--- config.mk ---
export PLATFORM = sky130hd
export DESIGN_NAME = prs_sequencer
export DESIGN_NICKNAME = d
export VERILOG_FILES = /design/src/inc/prs_pkg.sv /design/src/rtl/prs_timer.sv /design/src/rtl/prs_sequencer.sv
export SDC_FILE = /design/constraint.sdc
export NUM_CORES = 1
export LEC_CHECK = 0
export BUFFER_PORTS_ARGS = -buffer_cell sky130_fd_sc_hd__buf_2
export CAP_MARGIN = 20
export CELL_PAD_IN_SITES_DETAIL_PLACEMENT = 0
export CELL_PAD_IN_SITES_GLOBAL_PLACEMENT = 1
export CORE_MARGIN = 2
export CORE_UTILIZATION = 46
export CTS_CLUSTER_SIZE = 8
export DETAILED_ROUTE_END_ITERATION = 6
export PLACE_DENSITY_LB_ADDON = 0.1
export SLEW_MARGIN = 20
export SYNTH_ARGS = -nofsm -noshare
export SYNTH_HDL_FRONTEND = slang
export SYNTH_HIERARCHICAL = 1
export SYNTH_SLANG_ARGS = --single-unit
--- constraint.sdc ---
create_clock -name pclk -period 4.71 [get_ports pclk]
set_input_delay 0.942 -clock pclk [delete_from_list [all_inputs] [get_ports pclk]]
set_output_delay 0.942 -clock pclk [all_outputs]
set_load 0.01 [all_outputs]
--- src/inc/prs_pkg.sv ---
// Constants for the power-on reset sequencer.
// Assumes a single 25 MHz clock and an APB register port.
// Functional notes
// - Power-good high lets the block leave reset; low means supplies are not yet good.
// - System reset goes low at once when power-on sense is low and stays low meanwhile.
// - After power-on sense rises, system reset stays low until firmware releases it.
// - System reset asserts about 5 us after a power-good event or internal reset, for at least 2 ms.
// - Controller reset goes low with power-on sense and stays low until firmware releases it.
// - Controller reset on a power-good event or internal reset is optional, 5 us delay, 2 ms least.
// - Front-end reset goes low with power-on sense and stays low while it is low.
// - After power-on sense rises, front-end reset stays low until software releases it.
// - Front-end reset also asserts on those events and lasts 2 ms past software release.
// - A software control bit drives the front-end reset independently.
// - The front-end interrupt input is active high and reads inactive when undriven; the code adds no pull-down and samples an undriven input as it is.
package prs_pkg;
   localparam int CLK_HZ = 25000000;
   localparam int DELAY_NS = 5000;
   localparam int HOLD_US = 2000;
   localparam int DELAY_CYC = (DELAY_NS * (CLK_HZ / 1000000)) / 1000;
   localparam int HOLD_CYC = HOLD_US * (CLK_HZ / 1000000);
   localparam int CNT_W = 16;
   localparam logic [11:0] OFS_CTRL = 12'h0_000;
   localparam logic [11:0] OFS_STAT = 12'h0_004;
   localparam logic [11:0] OFS_EVENT = 12'h0_008;
   localparam int CTRL_SYS_REL = 0;
   localparam int CTRL_CTL_REL = 1;
   localparam int CTRL_FE_REL = 2;
   localparam int CTRL_CTL_AUTO = 3;
   localparam int CTRL_FE_FORCE = 4;
   localparam logic [4:0] CTRL_RESET = 5'h0_008;
   localparam int EVT_INTERNAL = 0;
endpackage : prs_pkg

--- src/rtl/prs_timer.sv ---
// Delay-then-hold timer for one reset output.
// Assumes trigger pulses and a release level synchronous to pclk.
`timescale 1ns/1ns
`default_nettype none
module prs_timer #(
   parameter int DELAY = prs_pkg::DELAY_CYC,
   parameter int HOLD = prs_pkg::HOLD_CYC
)(
   input wire logic pclk,
   input wire logic presetn,
   input wire logic trig,
   input wire logic hold_more,
   output logic active
);
   import prs_pkg::*;
   typedef enum logic [2:0] {
      PRS_IDLE = 3'b001,
      PRS_WAIT = 3'b010,
      PRS_HOLD = 3'b100
   } prs_tstate_e;
   typedef struct packed {
      prs_tstate_e st;
      logic [CNT_W-1:0] cnt;
   } prs_timer_s;
   prs_timer_s s_reg;
   prs_timer_s s_next;
   always_comb
   begin
      s_next = s_reg;
      case (s_reg.st)
         PRS_IDLE:
         begin
            if (trig)
            begin
               s_next.st = PRS_WAIT;
               s_next.cnt = CNT_W'(DELAY - 1);
            end
         end
         PRS_WAIT:
         begin
            if (s_reg.cnt == '0)
            begin
               s_next.st = PRS_HOLD;
               s_next.cnt = CNT_W'(HOLD - 1);
            end
            else
               s_next.cnt = s_reg.cnt - 1'b1;
         end
         PRS_HOLD:
         begin
            // The hold restarts while the release is withheld.
            if (hold_more)
               s_next.cnt = CNT_W'(HOLD - 1);
            else if (s_reg.cnt == '0)
               s_next.st = PRS_IDLE;
            else
               s_next.cnt = s_reg.cnt - 1'b1;
         end
         default:
            s_next.st = PRS_IDLE;
      endcase
   end
   always_ff @(posedge pclk or negedge presetn)
   begin
      if (!presetn)
      begin
         s_reg.st <= PRS_IDLE;
         s_reg.cnt <= '0;
      end
      else
         s_reg <= s_next;
   end
   assign active = (s_reg.st == PRS_HOLD);
endmodule : prs_timer
`default_nettype wire

--- src/rtl/prs_sequencer.sv ---
// Power-on reset sequencer with APB registers.
// Assumes inputs already synchronous to pclk, single 25 MHz clock.
//
// Added by the designer: the placing of the registers and register access over APB.
`timescale 1ns/1ns
`default_nettype none
module prs_sequencer (
   input wire logic pclk,
   input wire logic presetn,
   input wire logic psel,
   input wire logic penable,
   input wire logic pwrite,
   input wire logic [11:0] paddr,
   input wire logic [31:0] pwdata,
   output logic [31:0] prdata,
   output logic pready,
   output logic pslverr,
   input wire logic power_on_sense,
   input wire logic power_good_in,
   input wire logic frontend_irq_in,
   output logic system_reset_out_n,
   output logic controller_reset_out_n,
   output logic frontend_reset_out_n
);
   import prs_pkg::*;
   // ---------------------------------------------------------------
   // State
   // ---------------------------------------------------------------
   typedef struct packed {
      logic [1:0] pos_sync;
      logic [1:0] pg_sync;
      logic [1:0] irq_sync;
      logic pg_prev;
      logic [4:0] ctrl;
      logic [31:0] rdata;
   } prs_seq_s;
   prs_seq_s s_reg;
   prs_seq_s s_next;
   logic wr_en;
   logic rd_en;
   logic addr_ok;
   logic pos_low;
   logic pg_rise;
   logic int_evt;
   logic evt;
   logic sys_t;
   logic ctl_t;
   logic fe_t;
   function automatic logic is_reg(input logic [11:0] a);
      is_reg = (a == OFS_CTRL) || (a == OFS_STAT) || (a == OFS_EVENT);
   endfunction : is_reg
   assign addr_ok = is_reg(paddr);
   assign wr_en = psel && penable && pwrite && addr_ok;
   assign rd_en = psel && !penable && !pwrite;
   assign pready = 1'b1;
   assign pslverr = psel && penable && !addr_ok;
   assign pos_low = !s_reg.pos_sync[1];
   // Only a rising power-good counts as an event; low keeps all in reset.
   assign pg_rise = s_reg.pg_sync[1] && !s_reg.pg_prev;
   assign int_evt = wr_en && (paddr == OFS_EVENT) && pwdata[EVT_INTERNAL];
   assign evt = pg_rise || int_evt;
   // ---------------------------------------------------------------
   // Next state
   // ---------------------------------------------------------------
   always_comb
   begin
      s_next = s_reg;
      s_next.pos_sync = {s_reg.pos_sync[0], power_on_sense};
      s_next.pg_sync = {s_reg.pg_sync[0], power_good_in};
      s_next.irq_sync = {s_reg.irq_sync[0], frontend_irq_in};
      s_next.pg_prev = s_reg.pg_sync[1];
      if (wr_en && paddr == OFS_CTRL)
         s_next.ctrl = pwdata[4:0];
      // Power-on sense low or power-good low revokes every release.
      if (pos_low || !s_reg.pg_sync[1])
      begin
         s_next.ctrl[CTRL_SYS_REL] = 1'b0;
         s_next.ctrl[CTRL_CTL_REL] = 1'b0;
         s_next.ctrl[CTRL_FE_REL] = 1'b0;
      end
      // An event revokes only the front-end release; the other outputs
      // follow their timers, so system reset, and controller reset with CTRL_CTL_AUTO set, fall after the delay and not at once.
      if (evt)
         s_next.ctrl[CTRL_FE_REL] = 1'b0;
      s_next.rdata = '0;
      if (rd_en)
      begin
         case (paddr)
            OFS_CTRL: s_next.rdata = {27'h000_0000, s_reg.ctrl};
            OFS_STAT: s_next.rdata = {26'h000_0000, s_reg.irq_sync[1],
               frontend_reset_out_n, controller_reset_out_n,
               system_reset_out_n, s_reg.pg_sync[1], s_reg.pos_sync[1]};
            default: s_next.rdata = '0;
         endcase
      end
   end
   always_ff @(posedge pclk or negedge presetn)
   begin
      if (!presetn)
      begin
         s_reg.pos_sync <= '0;
         s_reg.pg_sync <= '0;
         s_reg.irq_sync <= '0;
         s_reg.pg_prev <= 1'b0;
         s_reg.ctrl <= CTRL_RESET;
         s_reg.rdata <= '0;
      end
      else
         s_reg <= s_next;
   end
   assign prdata = s_reg.rdata;
   // ---------------------------------------------------------------
   // Timers
   // ---------------------------------------------------------------
   prs_timer u_sys (
      .pclk(pclk), .presetn(presetn), .trig(evt), .hold_more(1'b0),
      .active(sys_t));
   prs_timer u_ctl (
      .pclk(pclk), .presetn(presetn),
      .trig(evt && s_reg.ctrl[CTRL_CTL_AUTO]), .hold_more(1'b0),
      .active(ctl_t));
   prs_timer u_fe (
      .pclk(pclk), .presetn(presetn), .trig(evt),
      .hold_more(!s_reg.ctrl[CTRL_FE_REL]), .active(fe_t));
   // ---------------------------------------------------------------
   // Outputs
   // ---------------------------------------------------------------
   // Power-on sense acts straight on the outputs for an immediate low.
   assign system_reset_out_n = power_on_sense && !pos_low &&
      s_reg.ctrl[CTRL_SYS_REL] && !sys_t;
   assign controller_reset_out_n = power_on_sense && !pos_low &&
      s_reg.ctrl[CTRL_CTL_REL] && !ctl_t;
   assign frontend_reset_out_n = power_on_sense && !pos_low &&
      s_reg.ctrl[CTRL_FE_REL] && !fe_t &&
      !s_reg.ctrl[CTRL_FE_FORCE];
   // ---------------------------------------------------------------
   // Checks
   // ---------------------------------------------------------------
   chk_sys_sense: assert property (@(posedge pclk) disable iff (!presetn)
      !power_on_sense |-> !system_reset_out_n)
      else $error("system reset high while sense low");
   chk_sys_release: assert property (@(posedge pclk) disable iff (!presetn)
      $rose(system_reset_out_n) |-> s_reg.ctrl[CTRL_SYS_REL])
      else $error("system reset released without firmware");
   chk_ctl_sense: assert property (@(posedge pclk) disable iff (!presetn)
      !power_on_sense |-> !controller_reset_out_n)
      else $error("controller reset high while sense low");
   chk_fe_sense: assert property (@(posedge pclk) disable iff (!presetn)
      !power_on_sense |-> !frontend_reset_out_n)
      else $error("front-end reset high while sense low");
   chk_fe_force: assert property (@(posedge pclk) disable iff (!presetn)
      s_reg.ctrl[CTRL_FE_FORCE] |-> !frontend_reset_out_n)
      else $error("front-end force ignored");
   chk_fe_release: assert property (@(posedge pclk) disable iff (!presetn)
      $rose(frontend_reset_out_n) |-> s_reg.ctrl[CTRL_FE_REL])
      else $error("front-end reset released without software");
   chk_sys_hold: assert property (@(posedge pclk) disable iff (!presetn)
      $rose(sys_t) |-> sys_t [*8])
      else $error("system hold too short");
   chk_evt_delay: assert property (@(posedge pclk) disable iff (!presetn)
      pg_rise |-> ##[1:200] sys_t)
      else $error("system reset not asserted after event");
   chk_ctl_opt: assert property (
      @(posedge pclk) disable iff (!presetn)
      (evt && !(wr_en && paddr == OFS_CTRL) && !pos_low &&
      s_reg.pg_sync[1] && s_reg.ctrl[CTRL_CTL_REL] &&
      !s_reg.ctrl[CTRL_CTL_AUTO] && !ctl_t) |=>
      (controller_reset_out_n || !power_on_sense || pos_low || ctl_t))
      else $error("controller reset asserted while option off");
endmodule : prs_sequencer
`default_nettype wire

==> impl_metrics.tcl, run 1 <==
set metrics [dict create \
    crit_arrival_ns 3.47 \
    grt_max_degree 76 \
    die_area_mm2 0.0111 \
    utilization 0.501 \
    finalCriticalPeriod_ns 3.23 \
    wl_per_cell_um 14.9 \
    reg2reg_to "u_fe/s_reg[3]$_DFFE_PN0P_" \
    timing.final.crit_share 0.686 \
    cts_max_path_buffers 2 \
    whs_path_depth 0 \
    final_cells 676 \
    grt_pass1_wl_mm 17.1 \
    cp_top_family "simple AND/OR/NAND/NOR gates" \
    synth-edff-count 0 \
    hp-start "s_next[39]$_DFF_PN0_" \
    avgSynthCellArea_um2 9.36 \
    vdd_ir_drop_max_mv 0.120 \
    cts-resized-gates 0 \
    syn_inst 507 \
    gp_congestion 0.814 \
    worstPathCellList "buf_2 -> or4_4 -> nor4_4 -> a41o_1 -> and2_1 -> nand3b_1 -> a21oi_1 -> a211o_2 -> nand2_1 -> o41ai_1" \
    htreeDepth 3 \
    final_cell_mix "dfrtp_1, a21oi_1, nor2_1, conb_1" \
    p_clk_frac 0.455 \
    nets 590 \
    ys_seq_area_frac 0.397 \
    area_delta_synth_final_pct 7.49 \
    start_util 0.466 \
    die_h_um 106 \
    holdCritPathClass "reg2reg" \
    num-fill-cells 967 \
    vias 3782 \
    final_area_mm2 0.00510 \
    cpMaxStageDelayCell "or4_4" \
    cp-end-kind "flip-flop" \
    port_buffers 34 \
    fp.dieW_um 106 \
    ys_types 68 \
    clk_latency_ns 0.35 \
    layout_commonest_cell "dfrtp_1" \
    critPathRequiredTime_ns 4.95 \
    route.detailed.drc 0 \
    startpoint_type "primary input" \
    numCtsBuffers 9 \
    crit_path_max_incr_delay_ns 0.55 \
    grt_pass1_vias 3474 \
    finClkSkew_ns 0.00802 \
    status "finished clean" \
    yosysWarningCount 6 \
    max_clock_freq_mhz 309 \
    multiInputGateArea_mm2 0.00249 \
    gr-usage-all-layers 0.189 \
    setup_tns_ns 0 \
    placed_area_mm2 0.00483 \
    diodes 0 \
    cts.sinks 75 \
    drtIter0Drc 174 \
    regArea_mm2 0.00188 \
    num_rows 37 \
    rsz0062_at_grt "false" \
    postCtsSetupRepairBufs 0 \
    syn_area_mm2 0.00474 \
    gr-total-overflow 0 \
    finalSetupViolCount 0 \
    worst_slew_pin_slew_ns 0.852 \
    reg2reg_slack_ns 2.11 \
    vias_per_cell 5.59 \
    max_cap_viol_count 0 \
    place_inst 659 \
    critPathKind "in2reg" \
    drive_gt1_frac 0.194 \
    switching_share 0.226 \
    r2r_start "u_fe/s_reg[0]$_DFFE_PN0P_" \
    ys_ff_latch 75 \
    final_antenna_net_count 0 \
    seq_power_share 0.494 \
    antenna_found_initial 0 \
    cts_hold_buf 0 \
    slew_violations 0 \
    yosysTopAreaCellShare 0.375 \
    dp_hpwl_mm 7.00 \
    cts_tree "yes" \
    yosysTopAreaCell "dfrtp_1" \
    p_leak_nw 2.10 \
    synth_ff_type "dfrtp_1" \
    clk_pin_slew_ns 0.08 \
    root_buffer "clkbuf_8" \
    io_pins 89 \
    relSlewSlack 0.431 \
    synth-async-reset-ratio 1.00 \
    cp_num_buf_inv 1 \
    holdWs_ns 0.354 \
    p_int_mw 1.02 \
    min_to "s_reg[39]$_DFF_PN0_" \
    comb_power_share 0.051 \
    finalHoldViolCount 0 \
    rr_worst_depth 8 \
    p_per_area_mw_per_mm2 260 \
    crit_path_max_fanout 10 \
    first_pass_iters 5 \
    wirelength_mm 10.1 \
    synth_area_leaders "dfrtp_1, buf_4, a21oi_1" \
    core_area_mm2 0.0102 \
    netSwitchingPower_mw 0.299 \
]
final cells by class:
type / count / area share
Clock buffer: 10 / 0.0250
Tap cell: 136 / 0.0334
Sequential cell: 75 / 0.369
Timing Repair Buffer: 35 / 0.0393
Inverter: 27 / 0.0221
Multi-Input combinational cell: 387 / 0.489
Clock inverter: 6 / 0.0223
cell usage after synthesis (all sizes together), types with 3 or more instances:
master,number
dfrtp,71
buf,44
a21oi,43
o21ai,40
nor2,35
nand2,34
inv,24
nor4,17
or3,13
nand3,10
nand3b,10
nor3,10
nor3b,9
o22a,9
mux2i,8
o41ai,8
or4,8
a21boi,7
a31oi,7
clkbuf,7
or3b,7
a22o,6
nor2b,6
nand4,5
o31a,5
a21o,4
a22oi,4
dfstp,4
o211ai,4
o22ai,4
a32oi,3
and2,3
clkinv,3
ha,3
o21a,3
o32ai,3
cells by family after synthesis:
| logic type | share of synthesized area |
|---|---|
| flops | 0.397 |
| simple gates | 0.227 |
| mux | 0.0232 |
| other cells | 0.00158 |
| fa+ha+maj | 0.00791 |
| compound gates | 0.239 |
| buf+inv | 0.104 |
worst max-delay path by stage:
stage / start / endpoint / slack, ns / cells after the start
after floorplan: paddr[7] / u_ctl/s_reg[13]$_DFFE_PN0P_ / 1.53 / 12
after global placement: paddr[7] / u_ctl/s_reg[7]$_DFFE_PN0P_ / 1.11 / 11
after detailed placement: paddr[7] / u_ctl/s_reg[7]$_DFFE_PN0P_ / 1.12 / 11
after CTS: paddr[7] / u_ctl/s_reg[13]$_DFFE_PN0P_ / 1.50 / 10
after global routing: paddr[7] / u_ctl/s_reg[13]$_DFFE_PN0P_ / 1.34 / 10
final: paddr[7] / u_ctl/s_reg[13]$_DFFE_PN0P_ / 1.48 / 10
per-layer routing:
metal  up-vias  part of all wire  track usage
met5         -                 0            0
met2        61              0.47        0.306
li1       1866                 -            -
met3         8             0.032       0.0371
met1      1847              0.49        0.256
met4         0            0.0098       0.0592
stage by stage:
step	total power [mW]	setup slack [ns]
after floorplan	0.716	1.53
after global placement	0.730	1.11
after detailed placement	0.731	1.12
after CTS	1.35	1.50
after global routing	1.39	1.34
final	1.32	1.48
power by group through the flow:
| stage | combinational (mW) | clock, mW | sequential, mW |
|---|---|---|---|
| after floorplan | 0.0505 | 0 | 0.666 |
| after global placement | 0.0635 | 0 | 0.667 |
| after detailed placement | 0.0646 | 0 | 0.667 |
| after CTS | 0.0648 | 0.629 | 0.654 |
| after global routing | 0.0757 | 0.654 | 0.655 |
| final | 0.0670 | 0.602 | 0.654 |
Note: power is estimated with default switching activity, not from simulation.
==> run 2: changes to the inputs <==
CORE_UTILIZATION = 39   (was 46)
clock period = 2.97 ns   (was 4.71 ns; I/O delays follow)
==> impl_metrics.tcl, run 2 (synthesis results as in run 1) <==
set metrics [dict create \
    critPathRequiredTime_ns 3.20 \
    vias 3871 \
    fin_ws_ns 0.357 \
    switching_share 0.237 \
    startpoint_type "primary input" \
    final_cell_mix "dfrtp_1, a21oi_1, nor2_1, conb_1" \
    diodes 0 \
    clk_pin_slew_ns 0.06 \
    die_area_mm2 0.0131 \
    wl_per_cell_um 15.0 \
    finalHoldViolCount 0 \
    crit_arrival_ns 2.84 \
    cts.sinks 75 \
    final_antenna_net_count 0 \
    p_clk_frac 0.500 \
    drtIter0Drc 264 \
    comb_power_share 0.046 \
    finalCriticalPeriod_ns 2.61 \
    antenna_found_initial 0 \
    status "finished clean" \
    vdd_ir_drop_max_mv 0.305 \
    max_clock_freq_mhz 383 \
    route.detailed.drc 0 \
    timing.final.crit_share 0.880 \
    area_delta_synth_final_pct 12.6 \
    start_util 0.397 \
    gp_congestion 0.770 \
    crit_path_max_fanout 13 \
    finClkSkew_ns 0.00339 \
    postCtsSetupRepairBufs 0 \
    wirelength_mm 10.6 \
    num-fill-cells 1172 \
    relSlewSlack 0.428 \
    holdWs_ns 0.245 \
    fp.dieW_um 114 \
    gr-usage-all-layers 0.173 \
    gr-total-overflow 0 \
    p_per_area_mw_per_mm2 429 \
    port_buffers 34 \
    grt_pass1_wl_mm 17.9 \
    layout_commonest_cell "dfrtp_1" \
    worst_slew_pin_slew_ns 0.856 \
    grt_pass1_vias 3664 \
    core_area_mm2 0.0120 \
    cp-end-kind "flip-flop" \
    dp_hpwl_mm 7.47 \
    first_pass_iters 4 \
    cts_hold_buf 0 \
    htreeDepth 3 \
    finalSetupViolCount 0 \
    netSwitchingPower_mw 0.542 \
    seq_power_share 0.454 \
    die_h_um 114 \
    p_int_mw 1.75 \
    nets 613 \
    holdCritPathClass "in2async" \
    num_rows 40 \
    numCtsBuffers 9 \
    cts-resized-gates 0 \
    p_leak_nw 2.25 \
    critPathKind "in2reg" \
    regArea_mm2 0.00188 \
    cts_tree "yes" \
    multiInputGateArea_mm2 0.00249 \
    root_buffer "clkbuf_16" \
    slew_violations 0 \
    clk_latency_ns 0.34 \
    drive_gt1_frac 0.229 \
    grt_max_degree 76 \
    rsz0062_at_grt "false" \
    place_ws_ns -0.00174 \
    cts_max_path_buffers 2 \
    max_cap_viol_count 0 \
    io_pins 89 \
    vias_per_cell 5.45 \
]
[run 2: cell count changes in the layout (fill, tap and decap cells not counted)]
cell        previous run  this run
buf_4                  1        24
clkbuf_16              0         9
clkbuf_8               9         1
clkinv_4               3         6
bufinv_16              3         1
clkinvlp_4             2         0
buf_16                 1         0
buf_6                  0         1
clkbuf_1               1         0
inv_6                  0         1
[run 2: routing by layer]
layer  up-vias  global-route usage  wire [um]
met5         -                   0          0
met4         0              0.0797        190
met3        13              0.0286        329
met2        57               0.273       4970
met1      1882               0.232       5150
li1       1919                   -          -
[run 2: cell type report]
cell class / count / area share
clock buffers: 10 / 0.0448
clock inverters: 6 / 0.0138
inverters: 27 / 0.0211
multi-input cells: 387 / 0.467
flip-flops and latches: 75 / 0.352
well taps: 147 / 0.0344
repair buffers: 58 / 0.0668
[run 2: worst paths after layout]
path	start	slack [ns]	to	depth (start not counted)
worst max-delay path	paddr[7]	0.36	u_ctl/s_reg[7]$_DFFE_PN0P_	11
worst min-delay path	presetn	0.25	u_ctl/s_reg[7]$_DFFE_PN0P_	1
worst max register to register	u_fe/s_reg[0]$_DFFE_PN0P_	0.46	u_fe/s_reg[7]$_DFFE_PN0P_	7
worst min register to register	s_next[41]$_DFF_PN0_	0.35	s_next[37]$_DFF_PN0_	0
max in group asynchronous	presetn	2.19	u_ctl/s_reg[0]$_DFFE_PN0P_	1
min in group pclk	s_next[41]$_DFF_PN0_	0.35	s_next[37]$_DFF_PN0_	0
[run 2: power by group through the flow]
stage               combinational [mW]  sequential, mW  clock, mW
floorplan                       0.0801            1.06          0
global placement                 0.105            1.06          0
detailed placement               0.107            1.06          0
CTS                              0.108            1.04       1.19
global route                     0.120            1.04       1.23
finish                           0.106            1.04       1.15
[run 2: worst max-delay path: stages]
cell,delay (ns)
buf_2,0.09
or4_4,0.55
nor4_4,0.24
a41o_1,0.26
and2_1,0.16
nand3b_1,0.08
a21oi_1,0.17
a211o_2,0.19
clkinv_4,0.12
a21o_1,0.17
a22o_1,0.22
[run 2: per-stage QoR]
| step | setup TNS [ns] | instances | instance area [um^2] | utilization | total power [mW] |
|---|---|---|---|---|---|
| 5_1_grt | 0 | 710 | 5340 | 0.446 | 2.39 |
| 3_3_place_gp | 0 | 694 | 5020 | 0.420 | 1.16 |
| 3_5_place_dp | -0.00174 | 694 | 5020 | 0.420 | 1.16 |
| 2_1_floorplan | 0 | 540 | 4870 | - | 1.14 |
| 6_report | 0 | 710 | 5340 | 0.446 | 2.29 |
| 4_1_cts | 0 | 710 | 5340 | 0.446 | 2.34 |
